### src/core/zosc_defines.vh
// Contract
// - Reset clears program counter to zero.
// - Three stack registers, no reset value.
// - No status word or carry flag.
// - Datapath, data and addresses sixteen bits.
// - Opcodes zero through seven do nothing.
// - Opcode eight pushes word at counter.
// - Opcode nine replaces head with memory.
// - Opcode A stores second; all become third.
// - Opcode B adds second to head.
// - Opcode C ands second into head.
// - Opcode D ors second into head.
// - Opcode E xors second into head.
// - Opcode F jumps to head if second zero.
// - Shrinking stack keeps third, refills from it.
// - Only push deepens stack, dropping third.
// - Every opcode completes in one clock.
// - Group fetch after group end or jump.
// - Straight-line group takes five clocks total.
// - Program counter addresses whole instruction groups.
`ifndef ZOSC_DEFINES_VH
`define ZOSC_DEFINES_VH

`define ZOSC_DATA_W 16
`define ZOSC_RESET_PC 16'h0000
`define ZOSC_SLOT_LAST 2'h3

// Sequencer states.
`define ZOSC_ST_FETCH 1'b0
`define ZOSC_ST_EXEC 1'b1

// Opcodes; 0 to 7 are all idle.
`define ZOSC_OP_LIT 4'h8
`define ZOSC_OP_LOAD 4'h9
`define ZOSC_OP_STORE 4'ha
`define ZOSC_OP_ADD 4'hb
`define ZOSC_OP_AND 4'hc
`define ZOSC_OP_OR 4'hd
`define ZOSC_OP_XOR 4'he
`define ZOSC_OP_BRZ 4'hf

// Stack update selects.
`define ZOSC_STK_HOLD 3'h0
`define ZOSC_STK_PUSH 3'h1
`define ZOSC_STK_HEAD 3'h2
`define ZOSC_STK_BIN 3'h3
`define ZOSC_STK_FLUSH 3'h4

`endif

### src/core/zosc_alu.v
`timescale 1ns/1ps
`include "zosc_defines.vh"

// ****************************************************************
// Two-operand logic and arithmetic unit
// ****************************************************************
module zosc_alu #(
    parameter W = `ZOSC_DATA_W
) (
    input wire [3:0] i_op,
    input wire [W-1:0] i_second,
    input wire [W-1:0] i_head,
    output reg [W-1:0] o_result
);

    // No carry is kept anywhere; the sum simply wraps.
    // no carry flag
    always @*
    begin
        case (i_op)
            `ZOSC_OP_ADD: o_result = i_second + i_head;
            `ZOSC_OP_AND: o_result = i_second & i_head;
            `ZOSC_OP_OR: o_result = i_second | i_head;
            `ZOSC_OP_XOR: o_result = i_second ^ i_head;
            default: o_result = i_head;
        endcase
    end

endmodule // zosc_alu

### src/core/zosc_stack.v
`timescale 1ns/1ps
`include "zosc_defines.vh"

// ****************************************************************
// Three-entry evaluation stack
// ****************************************************************
module zosc_stack #(
    parameter W = `ZOSC_DATA_W
) (
    input wire i_core_clk,
    input wire [2:0] i_ctl,
    input wire [W-1:0] i_mem_data,
    input wire [W-1:0] i_alu_data,
    output wire [W-1:0] o_head,
    output wire [W-1:0] o_second,
    output wire [W-1:0] o_third,
    output reg [W-1:0] o_nxt_head,
    output reg [W-1:0] o_nxt_second
);

    reg [W-1:0] head_ff;
    reg [W-1:0] second_ff;
    reg [W-1:0] third_ff;
    reg [W-1:0] nxt_third;

    assign o_head = head_ff;
    assign o_second = second_ff;
    assign o_third = third_ff;

    always @*
    begin
        o_nxt_head = head_ff;
        o_nxt_second = second_ff;
        nxt_third = third_ff;
        case (i_ctl)
            `ZOSC_STK_PUSH:
            begin
                o_nxt_head = i_mem_data;
                o_nxt_second = head_ff;
                nxt_third = second_ff;
            end
            `ZOSC_STK_HEAD: o_nxt_head = i_mem_data;
            `ZOSC_STK_BIN:
            begin
                o_nxt_head = i_alu_data;
                o_nxt_second = third_ff;
            end
            `ZOSC_STK_FLUSH:
            begin
                o_nxt_head = third_ff;
                o_nxt_second = third_ff;
            end
            default:
            begin
                o_nxt_head = head_ff;
            end
        endcase
    end

    // Data registers carry no reset: software must load them before use,
    // and leaving reset off saves the mux on every entry.
    // unreset stack entries
    always @(posedge i_core_clk)
    begin
        head_ff <= o_nxt_head;
        second_ff <= o_nxt_second;
        third_ff <= nxt_third;
    end

endmodule // zosc_stack

### src/core/zosc_core.v
`timescale 1ns/1ps
`include "zosc_defines.vh"

// ****************************************************************
// Zero-operand stack processor core
// ****************************************************************
module zosc_core #(
    parameter W = `ZOSC_DATA_W
) (
    input wire i_core_clk,
    input wire i_rst,
    input wire [W-1:0] i_mem_rdata,
    output wire [W-1:0] o_mem_addr,
    output wire [W-1:0] o_mem_wdata,
    output wire o_mem_we,
    output wire o_mem_rd,
    output wire o_group_fetch,
    output wire [W-1:0] o_pc,
    output wire [3:0] o_opcode,
    output wire o_branch_taken,
    output wire [W-1:0] o_head,
    output wire [W-1:0] o_second,
    output wire [W-1:0] o_third
);

    // ****************************************************************
    // State encoding
    // ****************************************************************
    // Two states are enough: every opcode finishes in its own cycle, so the
    // sequencer only has to tell a group fetch from an execute slot.
    localparam ST_FETCH = `ZOSC_ST_FETCH;
    localparam ST_EXEC = `ZOSC_ST_EXEC;

    // ****************************************************************
    // Registers and wires
    // ****************************************************************
    reg state_ff;
    reg nxt_state;
    reg [W-1:0] ir_ff;
    reg [W-1:0] nxt_ir;
    reg [1:0] slot_ff;
    reg [1:0] nxt_slot;
    reg [W-1:0] pc_ff;
    reg [W-1:0] nxt_pc;
    reg [W-1:0] addr_ff;
    reg [W-1:0] nxt_addr;
    reg [W-1:0] wdata_ff;
    reg [W-1:0] nxt_wdata;
    reg we_ff;
    reg nxt_we;
    reg rd_ff;
    reg nxt_rd;
    reg gf_ff;
    reg nxt_gf;
    reg [3:0] op_ff;
    reg taken_ff;
    reg nxt_taken;
    reg [2:0] stk_ctl;

    wire [3:0] cur_op;
    wire [3:0] nxt_op;
    wire [W-1:0] head;
    wire [W-1:0] second;
    wire [W-1:0] third;
    wire [W-1:0] nxt_head;
    wire [W-1:0] nxt_second;
    wire [W-1:0] alu_result;

    // ****************************************************************
    // Opcode selection
    // ****************************************************************
    // high nibble first
    function [3:0] nibble_at;
        input [15:0] group;
        input [1:0] slot;
        begin
            case (slot)
                2'h0: nibble_at = group[15:12];
                2'h1: nibble_at = group[11:8];
                2'h2: nibble_at = group[7:4];
                default: nibble_at = group[3:0];
            endcase
        end
    endfunction

    assign cur_op = nibble_at(ir_ff, slot_ff);
    assign nxt_op = nibble_at(nxt_ir, nxt_slot);

    // ****************************************************************
    // Arithmetic unit
    // ****************************************************************
    // sixteen-bit datapath
    zosc_alu #(
        .W(W)
    ) u_alu (
        .i_op(cur_op),
        .i_second(second),
        .i_head(head),
        .o_result(alu_result)
    );

    // ****************************************************************
    // Evaluation stack
    // ****************************************************************
    zosc_stack #(
        .W(W)
    ) u_stack (
        .i_core_clk(i_core_clk),
        .i_ctl(stk_ctl),
        .i_mem_data(i_mem_rdata),
        .i_alu_data(alu_result),
        .o_head(head),
        .o_second(second),
        .o_third(third),
        .o_nxt_head(nxt_head),
        .o_nxt_second(nxt_second)
    );

    // ****************************************************************
    // Sequencer
    // ****************************************************************
    // The memory answers in the cycle its address is shown, so the read
    // data is consumed by whatever step the current state describes.
    always @*
    begin
        nxt_state = state_ff;
        nxt_ir = ir_ff;
        nxt_slot = slot_ff;
        nxt_pc = pc_ff;
        nxt_taken = 1'b0;
        stk_ctl = `ZOSC_STK_HOLD;
        case (state_ff)
            ST_FETCH:
            begin
                nxt_ir = i_mem_rdata;
                nxt_pc = pc_ff + 16'h0001;
                nxt_slot = 2'h0;
                nxt_state = ST_EXEC;
            end
            ST_EXEC:
            begin
                case (cur_op)
                    // The inline word sits right after the group, so the
                    // counter already points at it when the push executes.
                    // push inline word
                    `ZOSC_OP_LIT:
                    begin
                        stk_ctl = `ZOSC_STK_PUSH;
                        nxt_pc = pc_ff + 16'h0001;
                    end
                    `ZOSC_OP_LOAD: stk_ctl = `ZOSC_STK_HEAD;
                    `ZOSC_OP_STORE: stk_ctl = `ZOSC_STK_FLUSH;
                    `ZOSC_OP_ADD: stk_ctl = `ZOSC_STK_BIN;
                    `ZOSC_OP_AND: stk_ctl = `ZOSC_STK_BIN;
                    `ZOSC_OP_OR: stk_ctl = `ZOSC_STK_BIN;
                    `ZOSC_OP_XOR: stk_ctl = `ZOSC_STK_BIN;
                    `ZOSC_OP_BRZ:
                    begin
                        stk_ctl = `ZOSC_STK_FLUSH;
                        nxt_taken = (second == 16'h0000);
                    end
                    default: stk_ctl = `ZOSC_STK_HOLD;
                endcase
                if (nxt_taken)
                begin
                    nxt_pc = head;
                    nxt_state = ST_FETCH;
                end
                // Trailing no-ops keep their slots, so group timing only changes when
                // an opcode F jump is taken and ends the group early.
                // four slots then fetch
                else if (slot_ff == `ZOSC_SLOT_LAST)
                begin
                    nxt_state = ST_FETCH;
                end
                else
                begin
                    nxt_slot = slot_ff + 2'h1;
                end
            end
        endcase
    end

    // ****************************************************************
    // Bus request for the next cycle
    // ****************************************************************
    // Bus outputs are registered, so the request is worked out one cycle
    // ahead from the next state. This lengthens the read-data path into
    // the address but keeps every pin on a flip-flop.
    always @*
    begin
        nxt_addr = addr_ff;
        nxt_wdata = wdata_ff;
        nxt_we = 1'b0;
        nxt_rd = 1'b0;
        nxt_gf = 1'b0;
        if (nxt_state == ST_FETCH)
        begin
            nxt_addr = nxt_pc;
            nxt_rd = 1'b1;
            nxt_gf = 1'b1;
        end
        else if (nxt_op == `ZOSC_OP_LIT)
        begin
            nxt_addr = nxt_pc;
            nxt_rd = 1'b1;
        end
        else if (nxt_op == `ZOSC_OP_LOAD)
        begin
            nxt_addr = nxt_head;
            nxt_rd = 1'b1;
        end
        else if (nxt_op == `ZOSC_OP_STORE)
        begin
            nxt_addr = nxt_head;
            nxt_wdata = nxt_second;
            nxt_we = 1'b1;
        end
    end

    // ****************************************************************
    // Sequencer registers
    // ****************************************************************
    always @(posedge i_core_clk)
    begin
        if (i_rst)
        begin
            state_ff <= ST_FETCH;
            ir_ff <= 16'h0000;
            slot_ff <= 2'h0;
            pc_ff <= `ZOSC_RESET_PC;
        end
        else
        begin
            state_ff <= nxt_state;
            ir_ff <= nxt_ir;
            slot_ff <= nxt_slot;
            pc_ff <= nxt_pc;
        end
    end

    // ****************************************************************
    // Memory bus registers
    // ****************************************************************
    // Reset leaves a read of address zero on the bus, so the first group
    // is already being fetched in the cycle after reset is released.
    always @(posedge i_core_clk)
    begin
        if (i_rst)
        begin
            addr_ff <= `ZOSC_RESET_PC;
            wdata_ff <= 16'h0000;
            we_ff <= 1'b0;
            rd_ff <= 1'b1;
            gf_ff <= 1'b1;
        end
        else
        begin
            addr_ff <= nxt_addr;
            wdata_ff <= nxt_wdata;
            we_ff <= nxt_we;
            rd_ff <= nxt_rd;
            gf_ff <= nxt_gf;
        end
    end

    // ****************************************************************
    // Execution report registers
    // ****************************************************************
    always @(posedge i_core_clk)
    begin
        if (i_rst)
        begin
            op_ff <= 4'h0;
            taken_ff <= 1'b0;
        end
        else
        begin
            // A fetch cycle reports opcode zero, so a watcher never sees a stale slot.
            op_ff <= (nxt_state == ST_EXEC) ? nxt_op : 4'h0;
            taken_ff <= nxt_taken;
        end
    end

    // ****************************************************************
    // Outputs
    // ****************************************************************
    assign o_mem_addr = addr_ff;
    assign o_mem_wdata = wdata_ff;
    assign o_mem_we = we_ff;
    assign o_mem_rd = rd_ff;
    assign o_group_fetch = gf_ff;
    assign o_pc = pc_ff;
    assign o_opcode = op_ff;
    assign o_branch_taken = taken_ff;
    assign o_head = head;
    assign o_second = second;
    assign o_third = third;

endmodule // zosc_core

### config.mk
export PLATFORM = sky130hd
export DESIGN_NAME = zosc_core
export DESIGN_NICKNAME = d
export VERILOG_FILES = /design/src/core/zosc_alu.v /design/src/core/zosc_stack.v /design/src/core/zosc_core.v
export VERILOG_INCLUDE_DIRS = /design/src /design/src/core
export SDC_FILE = /design/constraint.sdc
export NUM_CORES = 1
export LEC_CHECK = 0
export ABC_AREA = 0
export BUFFER_PORTS_ARGS = -buffer_cell sky130_fd_sc_hd__clkbuf_2
export CAP_MARGIN = 20
export CORE_MARGIN = 8
export CORE_UTILIZATION = 25
export CTS_BUF_LIST = sky130_fd_sc_hd__clkbuf_8 sky130_fd_sc_hd__clkbuf_16
export DETAILED_ROUTE_END_ITERATION = 8
export GPL_TIMING_DRIVEN = 0
export MAX_ROUTING_LAYER = met4
export PLACE_DENSITY = 0.45
export SYNTH_ARGS = -nofsm -noshare
export SYNTH_HDL_FRONTEND = slang
export SYNTH_SLANG_ARGS = --single-unit
export TNS_END_PERCENT = 20
### constraint.sdc
create_clock -name i_core_clk -period 4.6 [get_ports i_core_clk]
set_input_delay 0.23 -clock i_core_clk [delete_from_list [all_inputs] [get_ports i_core_clk]]
set_output_delay 0.23 -clock i_core_clk [all_outputs]
set_load 0.005 [all_outputs]
==> run metrics, run 1 <==
outcome=complete, no violations; post-synth top area share=0.314; # port buffers=121; post-synth cell types=72; antenna viol nets, final=0; commonest non-fill, non-tap cells in the layout=clkbuf_2, dfxtp_1, nor2_1; footprint of the multi-input gates=3830 um^2; count of state elements after synthesis=123; htree depth=4; Hold Buf Count CTS=0; core box area=26900 um^2; drt drc=0; Final WS setup=around 810 ps; die area=roughly 33000 um^2; Area Growth Syn to Fin=23.5%; register area=about 2600 um^2; Peak VDD IR=0.000298 V; first-pass GRT wire length=about 41 mm; Setup-failing EPs final=0; Initial Utilization=0.254; CP peak stage delay=about 830 ps; Seq/Total Area, Yosys=0.385; antenna cells=0; crit share post-route=0.824; Hold Path Cell Cnt=3; total power=around 4.3 mW; worst min-delay path class=in -> reg; Worst Path Buf+Inv=3; DP Worst Slack=866 ps; worst reg2reg path depth=10; Arrival @ worst endpoint=4160 ps; Mean Syn Cell Area=around 9.3 um^2; asr flop ratio synth=0; clk_skew=14.2 ps; WP depth=10; warnings from Yosys=0; critical path's top delay family=compound AO/OA/AOI/OAI gates; Final Hold Fails=0; Slew Viols, Final=0; Max clock buf depth=2; vias post-DR=6275; max_slew headroom=0.296; antenna violations before repair=0; path type of the worst setup path=reg -> reg; setup bufs post-CTS=0; Chip Height=approximately 180 um; vias in the first global route=6242; Filler cells=2930; mapped cell area=around 6800 um^2; Initial DRC Count=481; # Max-Cap Violations=0; Worst setup SP type=flip-flop; Slew @ Worst Pin=1050 ps; GPL Wtd Cong=0.893; layout cells sized above 1=0.214; Power Dens Cells=514 nW/um^2; Cells after Synth=732; Post-synth EDFFs=16; cell breakdown of the critical path=buf_6, mux4_2, clkbuf_1, nand2_1, nor3_1, clkbuf_1, a22o_1, o21ai_0, a32oi_1, a21bo_2; clk_lat worst skew=about 430 ps; Synth area leader=dfxtp_1; crit path time final=3790 ps; Num CTS Buffers=17; Worst Path Max Fanout=10; Clock transition at path regs=60 ps; Worst Setup End Kind=flip-flop; detailed placement HPWL=21.5 mm; top cells by area, synth=dfxtp_1, edfxtp_1, ha_1; most common cell after layout, fill and taps aside=clkbuf_2; chip width=181 um; Fin Setup TNS=0 ps; vias per cell=between 5 and 6; leakage=3.65 nW; CTS Sinks=roughly 120; Total GRT Usage=0.167; DR pass1 iterations=7; RSZ-0062 raised after global routing=no; Net Count, Synth=between 700 and 800; Main synth FF type=dfxtp_1; FP Rows=60; GRT Residual Overflow=0; io pins=122; CTS root buffer=clkbuf_16; Routed WL per cell=22.0 um; CP max-delay cell=nor3_1; post-CTS resize count=0; highest clock rate=0.264 GHz; CTS tree=built; WP data required=4970 ps; # nets final=approximately 930; WL final=26.9 mm; Most common cell on crit path=clkbuf_1; largest net degree at the start of global routing=17
## cells by family after synthesis
| family | share of synthesized area |
|---|---|
| AO/OA/AOI/OAI | 0.227 |
| multiplexers | 0.0617 |
| AND/OR/NAND/NOR | 0.178 |
| adder cells (fa/ha/maj) | 0.0635 |
| flip-flops | 0.385 |
| buffers and inverters | 0.0543 |
| XOR/XNOR | 0.0308 |
## path summary, 6_finish.rpt
kind / slack (ps) / start / endpoint
setup / recovery: 810 / slot_ff[0]$_SDFF_PP0_ / o_mem_addr[14]$_SDFFE_PP0P_
hold / removal: 90 / i_mem_rdata[3] / ir_ff[3]$_SDFF_PP0_
setup reg to reg: 810 / slot_ff[0]$_SDFF_PP0_ / o_mem_addr[14]$_SDFFE_PP0P_
hold reg to reg: 490 / o_mem_addr[11]$_SDFFE_PP0P_ / o_mem_addr[11]$_SDFFE_PP0P_
## power breakdown
group          internal, mW  switching [mW]
clock network         0.725           0.519
registers              1.27           0.287
logic                 0.648           0.878
## metal layers
| metal | wire length, um | track usage | up-vias |
|---|---|---|---|
| met5 | 0 | - | - |
| met4 | 517 | 0.0479 | 0 |
| met3 | 1220 | 0.0329 | 27 |
| met2 | 12000 | 0.250 | 195 |
| met1 | 13200 | 0.224 | 3027 |
| li1 | - | - | 3026 |
## synth_stat cells (all sizes together) (2+ instances only)
cell type	instances
nor3b	4
nor2b	11
o21bai	2
and2	12
a311oi	2
a221o	39
mux4	4
nand4	6
and3	10
nor3	32
or2	2
inv	41
nor2	84
and4	4
a22oi	5
xor2	10
nor4	6
nand3	11
and2b	3
nand2	30
ha	33
mux2i	33
a21oi	23
a2111oi	7
o22ai	13
a31oi	6
o2bb2ai	2
a211o	2
a22o	5
a221oi	18
a21o	9
clkbuf	28
nand2b	9
edfxtp	16
o21a	3
dfxtp	107
a32oi	3
xnor2	14
o21ai	26
or3	8
buf	18
o211ai	2
a211oi	15
## final cells by class
class,count,area share
Clock buffer,19,0.0551
Buffer,46,0.0257
Timing Repair Buffer,123,0.0761
Inverter,41,0.0183
Multi-Input combinational cell,522,0.454
Clock inverter,12,0.00847
Sequential cell,123,0.311
Tap cell,341,0.0507
## stage by stage
stage	hold slack, ps	util	area (um^2)	std cells
global route	97.5	0.313	8420	1227
global placement	473	0.292	7850	1194
floorplan	305	-	6820	732
CTS	83.7	0.313	8420	1227
detailed placement	477	0.293	7890	1196
finish	94.2	0.313	8420	1227
## state kept, by name, summed over array words and instances, names as in the netlist
signal            count
u_stack.o_second     16
ir_ff                16
state_ff              1
o_mem_addr           16
slot_ff               2
o_group_fetch         1
o_mem_rd              1
o_mem_we              1
o_mem_wdata          16
u_stack.o_head       16
o_branch_taken        1
o_pc                 16
o_opcode              4
u_stack.o_third      16
## worst register-to-register path, cell delays in order (launching register included)
cell      delay (ps)
dfxtp_1          310
buf_6            140
mux4_2           400
clkbuf_1         370
nand2_1          180
nor3_1           830
clkbuf_1         490
a22o_1           210
o21ai_0           80
a32oi_1          520
a21bo_2          210
Power figures use the tool's default switching activity.
==> run 2, diff against run 1 <==
- PLACE_DENSITY: 0.45 -> 0.47
- clock period: 4.6 -> 3.3 ns (I/O delays scaled with it)
==> run 2 against run 1 <==
  * Flip-flop and latch count unchanged
  * Design area increased by 3.2%
  * Sequential power up 40%
  * Combinational power grew 44%
  * Largest cell class unchanged
  * Clock power is 52% higher
==> run metrics, run 2 (same netlist as run 1, synthesis figures left out) <==
Slew @ Worst Pin=889 ps (was 1050 ps); io pins=122 (unchanged); Initial DRC Count=444 (was 481); GRT met1 Usage=0.223 (was 0.224); CP peak stage delay=620 ps (was 830 ps); crit path time final=3250 ps (was 3790 ps); vias in the first global route=6440 (was 6242); worst hold endpoint=ir_ff[2]$_SDFF_PP0_ (was ir_ff[3]$_SDFF_PP0_); Chip Height=181 um (unchanged); vias post-DR=6311 (was 6275); clk_lat worst skew=430 ps (about the same); core box area=26900 um^2 (unchanged); cell breakdown of the critical path=buf_6, mux4_2, buf_12, nor3_2, clkbuf_2, a221oi_1, o21ai_0, a21oi_1, a21oi_1, a221o_1 (was buf_6, mux4_2, clkbuf_1, nand2_1, nor3_1, clkbuf_1, a22o_1, o21ai_0, a32oi_1, a21bo_2); DP Cell Count=1196 (unchanged); Arrival @ worst endpoint=3610 ps (was 4160 ps); Global Route met3 Usage=0.0339 (was 0.0329); path type of the worst setup path=reg -> reg (unchanged); detailed placement HPWL=21.2 mm (was 21.5 mm); antenna violations before repair=0 (unchanged); leakage=3.77 nW (was 3.65 nW); hold path start=i_mem_rdata[2] (was i_mem_rdata[3]); # nets final=932 (was 926); drt drc=0 (unchanged); non-filler cells, final=1234 (was 1227); Clock transition at path regs=60 ps (about the same); FP Rows=60 (unchanged); highest clock rate=0.308 GHz (was 0.264 GHz); Worst setup SP type=flip-flop (unchanged); GRT Residual Overflow=0 (unchanged); Total GRT Usage=0.167 (about the same); WL final=26.9 mm (about the same); Power Dens Cells=723 nW/um^2 (was 514 nW/um^2); first-pass GRT wire length=41.1 mm (was 40.7 mm); Final WS setup=48.8 ps (was 809 ps); clk_skew=15.4 ps (was 14.2 ps); most common cell after layout, fill and taps aside=clkbuf_2 (unchanged); vias per cell=5.11 (about the same); Peak VDD IR=0.000308 V (was 0.000298 V); Crit Reg-Reg Startpoint=slot_ff[0]$_SDFF_PP0_ (unchanged); WP data required=3660 ps (was 4970 ps); CTS root buffer=clkbuf_16 (unchanged); GPL Wtd Cong=0.907 (was 0.893); Slew Viols, Final=0 (unchanged); antenna viol nets, final=0 (unchanged); DP Worst Slack=-448 ps (was 866 ps); CTS Sinks=123 (unchanged); RSZ-0062 raised after global routing=yes (was no); antenna cells=0 (unchanged); worst min-delay path class=in -> reg (unchanged); Most common cell on crit path=a21oi_1 (was clkbuf_1); flop2flop setup slack=50 ps (was 810 ps); htree depth=4 (unchanged); Initial Utilization=0.254 (unchanged); Routed WL per cell=21.8 um (was 22.0 um); # port buffers=121 (unchanged); Filler cells=2875 (was 2930); CTS tree=built (unchanged); die area=32800 um^2 (unchanged); layout cells sized above 1=0.253 (was 0.214); Area Growth Syn to Fin=27.5% (was 23.5%); Most Crowded Layer GR=met2 (unchanged); CP max-delay cell=mux4_2 (was nor3_1); Final Hold Fails=0 (unchanged); DR pass1 iterations=5 (was 7); Worst Path Max Fanout=10 (unchanged); outcome=complete, no violations (unchanged); M2 GR Usage=0.253 (was 0.250); commonest non-fill, non-tap cells in the layout=clkbuf_2, dfxtp_1, nor2_1 (unchanged); worst r2r dst=o_mem_addr[15]$_SDFFE_PP0P_ (was o_mem_addr[14]$_SDFFE_PP0P_); largest net degree at the start of global routing=17 (unchanged); crit share post-route=0.985 (was 0.824); Fin Setup TNS=0 ps (unchanged); # Max-Cap Violations=0 (unchanged); Hold Path Cell Cnt=3 (unchanged); max_slew headroom=0.408 (was 0.296); Setup-failing EPs final=0 (unchanged); post-layout util=0.323 (was 0.313); worst reg2reg path depth=10 (unchanged); Worst Setup End Kind=flip-flop (unchanged); chip width=181 um (unchanged); Max clock buf depth=2 (unchanged); Num CTS Buffers=17 (unchanged)
==> run 2: cell types whose count changed in the layout (fill, tap and decap cells not counted), moves of 4 or more <==
cell / previous run / this run
clkbuf_1: 28 / 21
dfxtp_1: 107 / 101
buf_4: 3 / 8
clkbuf_2: 121 / 125
==> run 2: how the worst max path moves through the flow <==
| stage | end | depth (start not counted) | start | slack (ps) |
|---|---|---|---|---|
| 2_1_floorplan | o_mem_wdata[0]$_SDFFE_PP0P_ | 11 | slot_ff[0]$_SDFF_PP0_ | 90 |
| 3_3_place_gp | o_mem_wdata[15]$_SDFFE_PP0P_ | 11 | slot_ff[0]$_SDFF_PP0_ | -980 |
| 3_5_place_dp | o_mem_addr[15]$_SDFFE_PP0P_ | 11 | slot_ff[0]$_SDFF_PP0_ | -450 |
| 4_1_cts | o_mem_addr[8]$_SDFFE_PP0P_ | 11 | slot_ff[0]$_SDFF_PP0_ | -5 |
| 5_1_grt | o_mem_wdata[0]$_SDFFE_PP0P_ | 12 | slot_ff[0]$_SDFF_PP0_ | -80 |
| 6_report | o_mem_addr[15]$_SDFFE_PP0P_ | 10 | slot_ff[0]$_SDFF_PP0_ | 50 |
==> run 2: per-layer routing <==
metal | up-vias | part of all wire
met5 | - | 0
met1 | 3030 | 0.48
li1 | 3035 | -
met3 | 22 | 0.055
met2 | 224 | 0.45
met4 | 0 | 0.015
==> run 2: worst max-delay path, delay by kind of cell (launching register included) <==
kind,cells,cell delay (ps)
simple gates,1,570
compound gates,5,940
buf+inv,3,730
mux,1,620
flops,1,320
==> run 2: report_power, final <==
part	total [mW]	switching, mW	internal, mW
Clock	1.89	0.734	1.16
Combinational	2.20	1.25	0.946
Sequential	2.19	0.406	1.79
Total	6.28	2.39	3.89
==> run 2: through the flow <==
stage | cell area [um^2] | power, mW | hold slack, ps
6_report | 8690 | 6.28 | 41.8
5_1_grt | 8690 | 6.66 | 44.0
4_1_cts | 8570 | 6.26 | 19.2
3_5_place_dp | 7870 | 4.30 | 436
3_3_place_gp | 7850 | 4.31 | 423
2_1_floorplan | 6820 | 3.44 | 240
==> run 2: timing repair <==
item                                    4_1_cts  5_1_grt
hold buffers                                  2        0
endpoints found under the setup margin       51       44
pin swaps                                     5        2
gates resized for setup                      17       30
buffers inserted                              3        3
endpoints found under the hold margin         2        0
==> run 2: layout make-up <==
class	instances	area (um^2)	share of cell area
Multi-Input combinational cell	522	3930	0.452
Clock inverter	13	141	0.0163
Timing Repair Buffer	131	721	0.0829
Buffer	44	231	0.0266
Tap cell	341	427	0.0491
Sequential cell	123	2640	0.303
Clock buffer	19	453	0.0521
Inverter	41	154	0.0177
==> run 3, diff against run 2 <==
- ABC_AREA: 0 -> 1
- BUFFER_PORTS_ARGS: -buffer_cell sky130_fd_sc_hd__clkbuf_2 -> not set
- DONT_BUFFER_PORTS: not set -> 1
- PLACE_DENSITY: 0.47 -> 0.43
==> run 3 against run 2 <==
  * Synthesized cell count increased by 50%
  * Register-to-register slack better by 160 ps
  * Die area grew 9.7%
  * Critical path depth grew 5
  * Design area increased by 1.9%
  * Hold slack got worse by 37 ps
  * Clock power is 3% higher
  * Critical endpoint is now o_mem_wdata[14]$_SDFFE_PP0P_
  * Largest cell class unchanged
  * Highest routed layer unchanged
==> run metrics, run 3 <==
outcome=complete, no violations (unchanged); mapped cell area=7550 um^2 (was 6820 um^2); post-synth cell types=48 (was 72); vias in the first global route=7039 (was 6440); CTS Sinks=123 (unchanged); most common cell after layout, fill and taps aside=nand2_1 (was clkbuf_2); # nets final=1186 (was 932); GPL Wtd Cong=0.913 (was 0.907); warnings from Yosys=0 (unchanged); core box area=29700 um^2 (was 26900 um^2); Cells after Synth=1100 (was 732); Crit Reg-Reg Startpoint=u_stack.o_second[2]$_DFF_P_ (was slot_ff[0]$_SDFF_PP0_); CTS root buffer=clkbuf_16 (unchanged); asr flop ratio synth=0 (unchanged); Comb power frac=0.362 (was 0.350); Num CTS Buffers=17 (unchanged); die area=36000 um^2 (was 32800 um^2); Main synth FF type=dfxtp_1 (unchanged); layout cells sized above 1=0.111 (was 0.253); Area Growth Syn to Fin=17.3% (was 27.5%); FP Rows=63 (was 60); first-pass GRT wire length=44.7 mm (was 41.1 mm); Final Hold Fails=0 (unchanged); detailed placement HPWL=23.4 mm (was 21.2 mm); top cells by count, synth=nand2_1, inv_1, nand3_1 (was dfxtp_1, nor2_1, inv_1); most frequent cell after synthesis=nand2_1 (was dfxtp_1); DR pass1 iterations=7 (was 5); crit share post-route=0.936 (was 0.985); io pins=122 (unchanged); switch share=0.437 (was 0.381); WP data required=3580 ps (was 3660 ps); largest net degree at the start of global routing=26 (was 17); worst r2r dst=o_mem_wdata[14]$_SDFFE_PP0P_ (was o_mem_addr[15]$_SDFFE_PP0P_); cell-internal power=3.84 mW (was 3.89 mW); Routed WL per cell=19.4 um (was 21.8 um); Arrival @ worst endpoint=3370 ps (was 3610 ps); Max clock buf depth=2 (unchanged); leakage=3.94 nW (was 3.77 nW); vias post-DR=7248 (was 6311); Total GRT Usage=0.170 (was 0.167); antenna violations before repair=0 (unchanged); WL final=29.9 mm (was 26.9 mm); crit path time final=3090 ps (was 3250 ps); Clock Power Share=0.286 (was 0.301); Worst setup SP type=flip-flop (unchanged); RSZ-0062 raised after global routing=no (was yes); Power Dens Cells=771 nW/um^2 (was 723 nW/um^2); total power=6.82 mW (was 6.28 mW); # port buffers=0 (was 121); flop2flop setup slack=210 ps (was 50 ps); vias per cell=4.71 (was 5.11); net switching power=2.98 mW (was 2.39 mW); DP Worst Slack=-113 ps (was -448 ps); Slew @ Worst Pin=712 ps (was 889 ps); Fin Setup TNS=0 ps (unchanged); CP startpoint=u_stack.o_second[2]$_DFF_P_ (was slot_ff[0]$_SDFF_PP0_); drt drc=0 (unchanged); post-route design area=8850 um^2 (was 8690 um^2); count of state elements after synthesis=123 (unchanged); sequential share of power=0.352 (was 0.349); highest clock rate=0.324 GHz (was 0.308 GHz); GRT Residual Overflow=0 (unchanged); Synth area leader=dfxtp_1 (unchanged); placed cell areas=8040 um^2 (was 7870 um^2); Hold Path Cell Cnt=2 (was 3); Critical Path Sink=o_mem_wdata[14]$_SDFFE_PP0P_ (was o_mem_addr[15]$_SDFFE_PP0P_); Worst Setup End Kind=flip-flop (unchanged); Initial DRC Count=476 (was 444); chip width=190 um (was 181 um); clk_lat worst skew=430 ps (about the same); # Max-Cap Violations=0 (unchanged); Worst Path Max Fanout=10 (unchanged); CTS tree=built (unchanged); Initial Utilization=0.254 (about the same); post-layout util=0.298 (was 0.323); Final WS setup=211 ps (was 48.8 ps); max_slew headroom=0.525 (was 0.408); path type of the worst setup path=reg -> reg (unchanged); antenna viol nets, final=0 (unchanged); Net Count, Synth=1152 (was 784); Clock transition at path regs=60 ps (about the same); commonest non-fill, non-tap cells in the layout=nand2_1, inv_1, nand3_1 (was clkbuf_2, dfxtp_1, nor2_1); Seq/Total Area, Yosys=0.347 (was 0.385); Chip Height=190 um (was 181 um); Mean Syn Cell Area=6.86 um^2 (was 9.31 um^2); Peak VDD IR=0.000392 V (was 0.000308 V); Setup-failing EPs final=0 (unchanged); post-synth top area share=0.284 (was 0.314); htree depth=4 (unchanged); Slew Viols, Final=0 (unchanged); clk_skew=10.6 ps (was 15.4 ps); top cells by area, synth=dfxtp_1, nand2_1, nand3_1 (was dfxtp_1, edfxtp_1, ha_1); worst reg2reg path depth=15 (was 10); Post-synth EDFFs=16 (unchanged); worst min-delay path class=in -> reg (unchanged)
run 3: changes by cell type in the layout (fill, tap and decap cells not counted), moves of 31 or more:
cell,delta
inv_1,+99
o21ai_0,+31
nand2_1,+234
mux2i_1,-33
clkbuf_2,-125
a221o_1,-39
nand3_1,+126
a21oi_1,+31
run 3: kinds of logic after synthesis:
family / Yosys count / share of synthesized area
adders and majority gates: 34 / 0.0574
buffers and inverters: 191 / 0.103
xor gates and xnor gates: 11 / 0.0128
DFF: 123 / 0.347
AOI/OAI and AO/OA: 145 / 0.109
and+or+nand+nor: 596 / 0.370
run 3: how the worst min path moves through the flow:
stage	start	slack, ps	end
3_5_place_dp	i_mem_rdata[2]	350	u_stack.o_head[2]$_DFF_P_
6_report	i_mem_rdata[14]	5	u_stack.o_head[14]$_DFF_P_
2_1_floorplan	i_mem_rdata[2]	300	u_stack.o_head[2]$_DFF_P_
4_1_cts	i_mem_rdata[14]	4	u_stack.o_head[14]$_DFF_P_
3_3_place_gp	i_mem_rdata[2]	350	u_stack.o_head[2]$_DFF_P_
5_1_grt	i_mem_rdata[14]	9	u_stack.o_head[14]$_DFF_P_
run 3: area by class of cell:
type | count | area [um^2]
plain buffers | 38 | 209
repair buffers | 16 | 158
flip-flops and latches | 123 | 2620
clock inverters | 11 | 103
clock buffers | 21 | 503
multi-input cells | 786 | 4190
diodes | 1 | 2.50
inverters | 152 | 581
well taps | 390 | 488
fillers | 3258 | 20900
run 3: power groups by stage:
| stage | Combinational (mW) | Sequential (mW) | Clock, mW |
|---|---|---|---|
| floorplan | 1.79 | 2.17 | 0 |
| global placement | 2.41 | 2.46 | 0 |
| detailed placement | 2.41 | 2.46 | 0 |
| CTS | 2.45 | 2.43 | 1.99 |
| global route | 2.81 | 2.47 | 2.07 |
| finish | 2.47 | 2.40 | 1.95 |
run 3: repair_timing:
item / CTS / global route
pin swaps: 0 / 0
setup endpoints to repair: 21 / 28
hold buffers: 15 / 0
gates resized for setup: 4 / 12
buffers inserted: 0 / 1
hold endpoints to repair: 19 / 0
run 3: critical path: stages (launching register included):
cell and delay (ps):
dfxtp_1 410, nor2_1 290, nand4_1 270, nor2_4 260, nand3_4 200, nand3b_1 140
nand2_1 210, nand3_2 150, nand4_4 140, nor2_8 190, inv_4 60, nor2_8 190
nand2_4 120, buf_6 180, nand2_1 60, a21oi_1 50
run 3: through the flow:
step                std cells  hold WS [ps]
floorplan                1100           303
global placement         1490           349
finish                   1538          4.97
global route             1537          9.04
CTS                      1537          4.42
detailed placement       1490           352
run 3: metal layers:
metal  vias to the layer above  track usage  wire (um)
met5                         -            -          0
met3                        34       0.0414       2110
met2                       209        0.256      13200
met4                         0       0.0628        845
met1                      3358        0.218      13700
li1                       3647            -          -
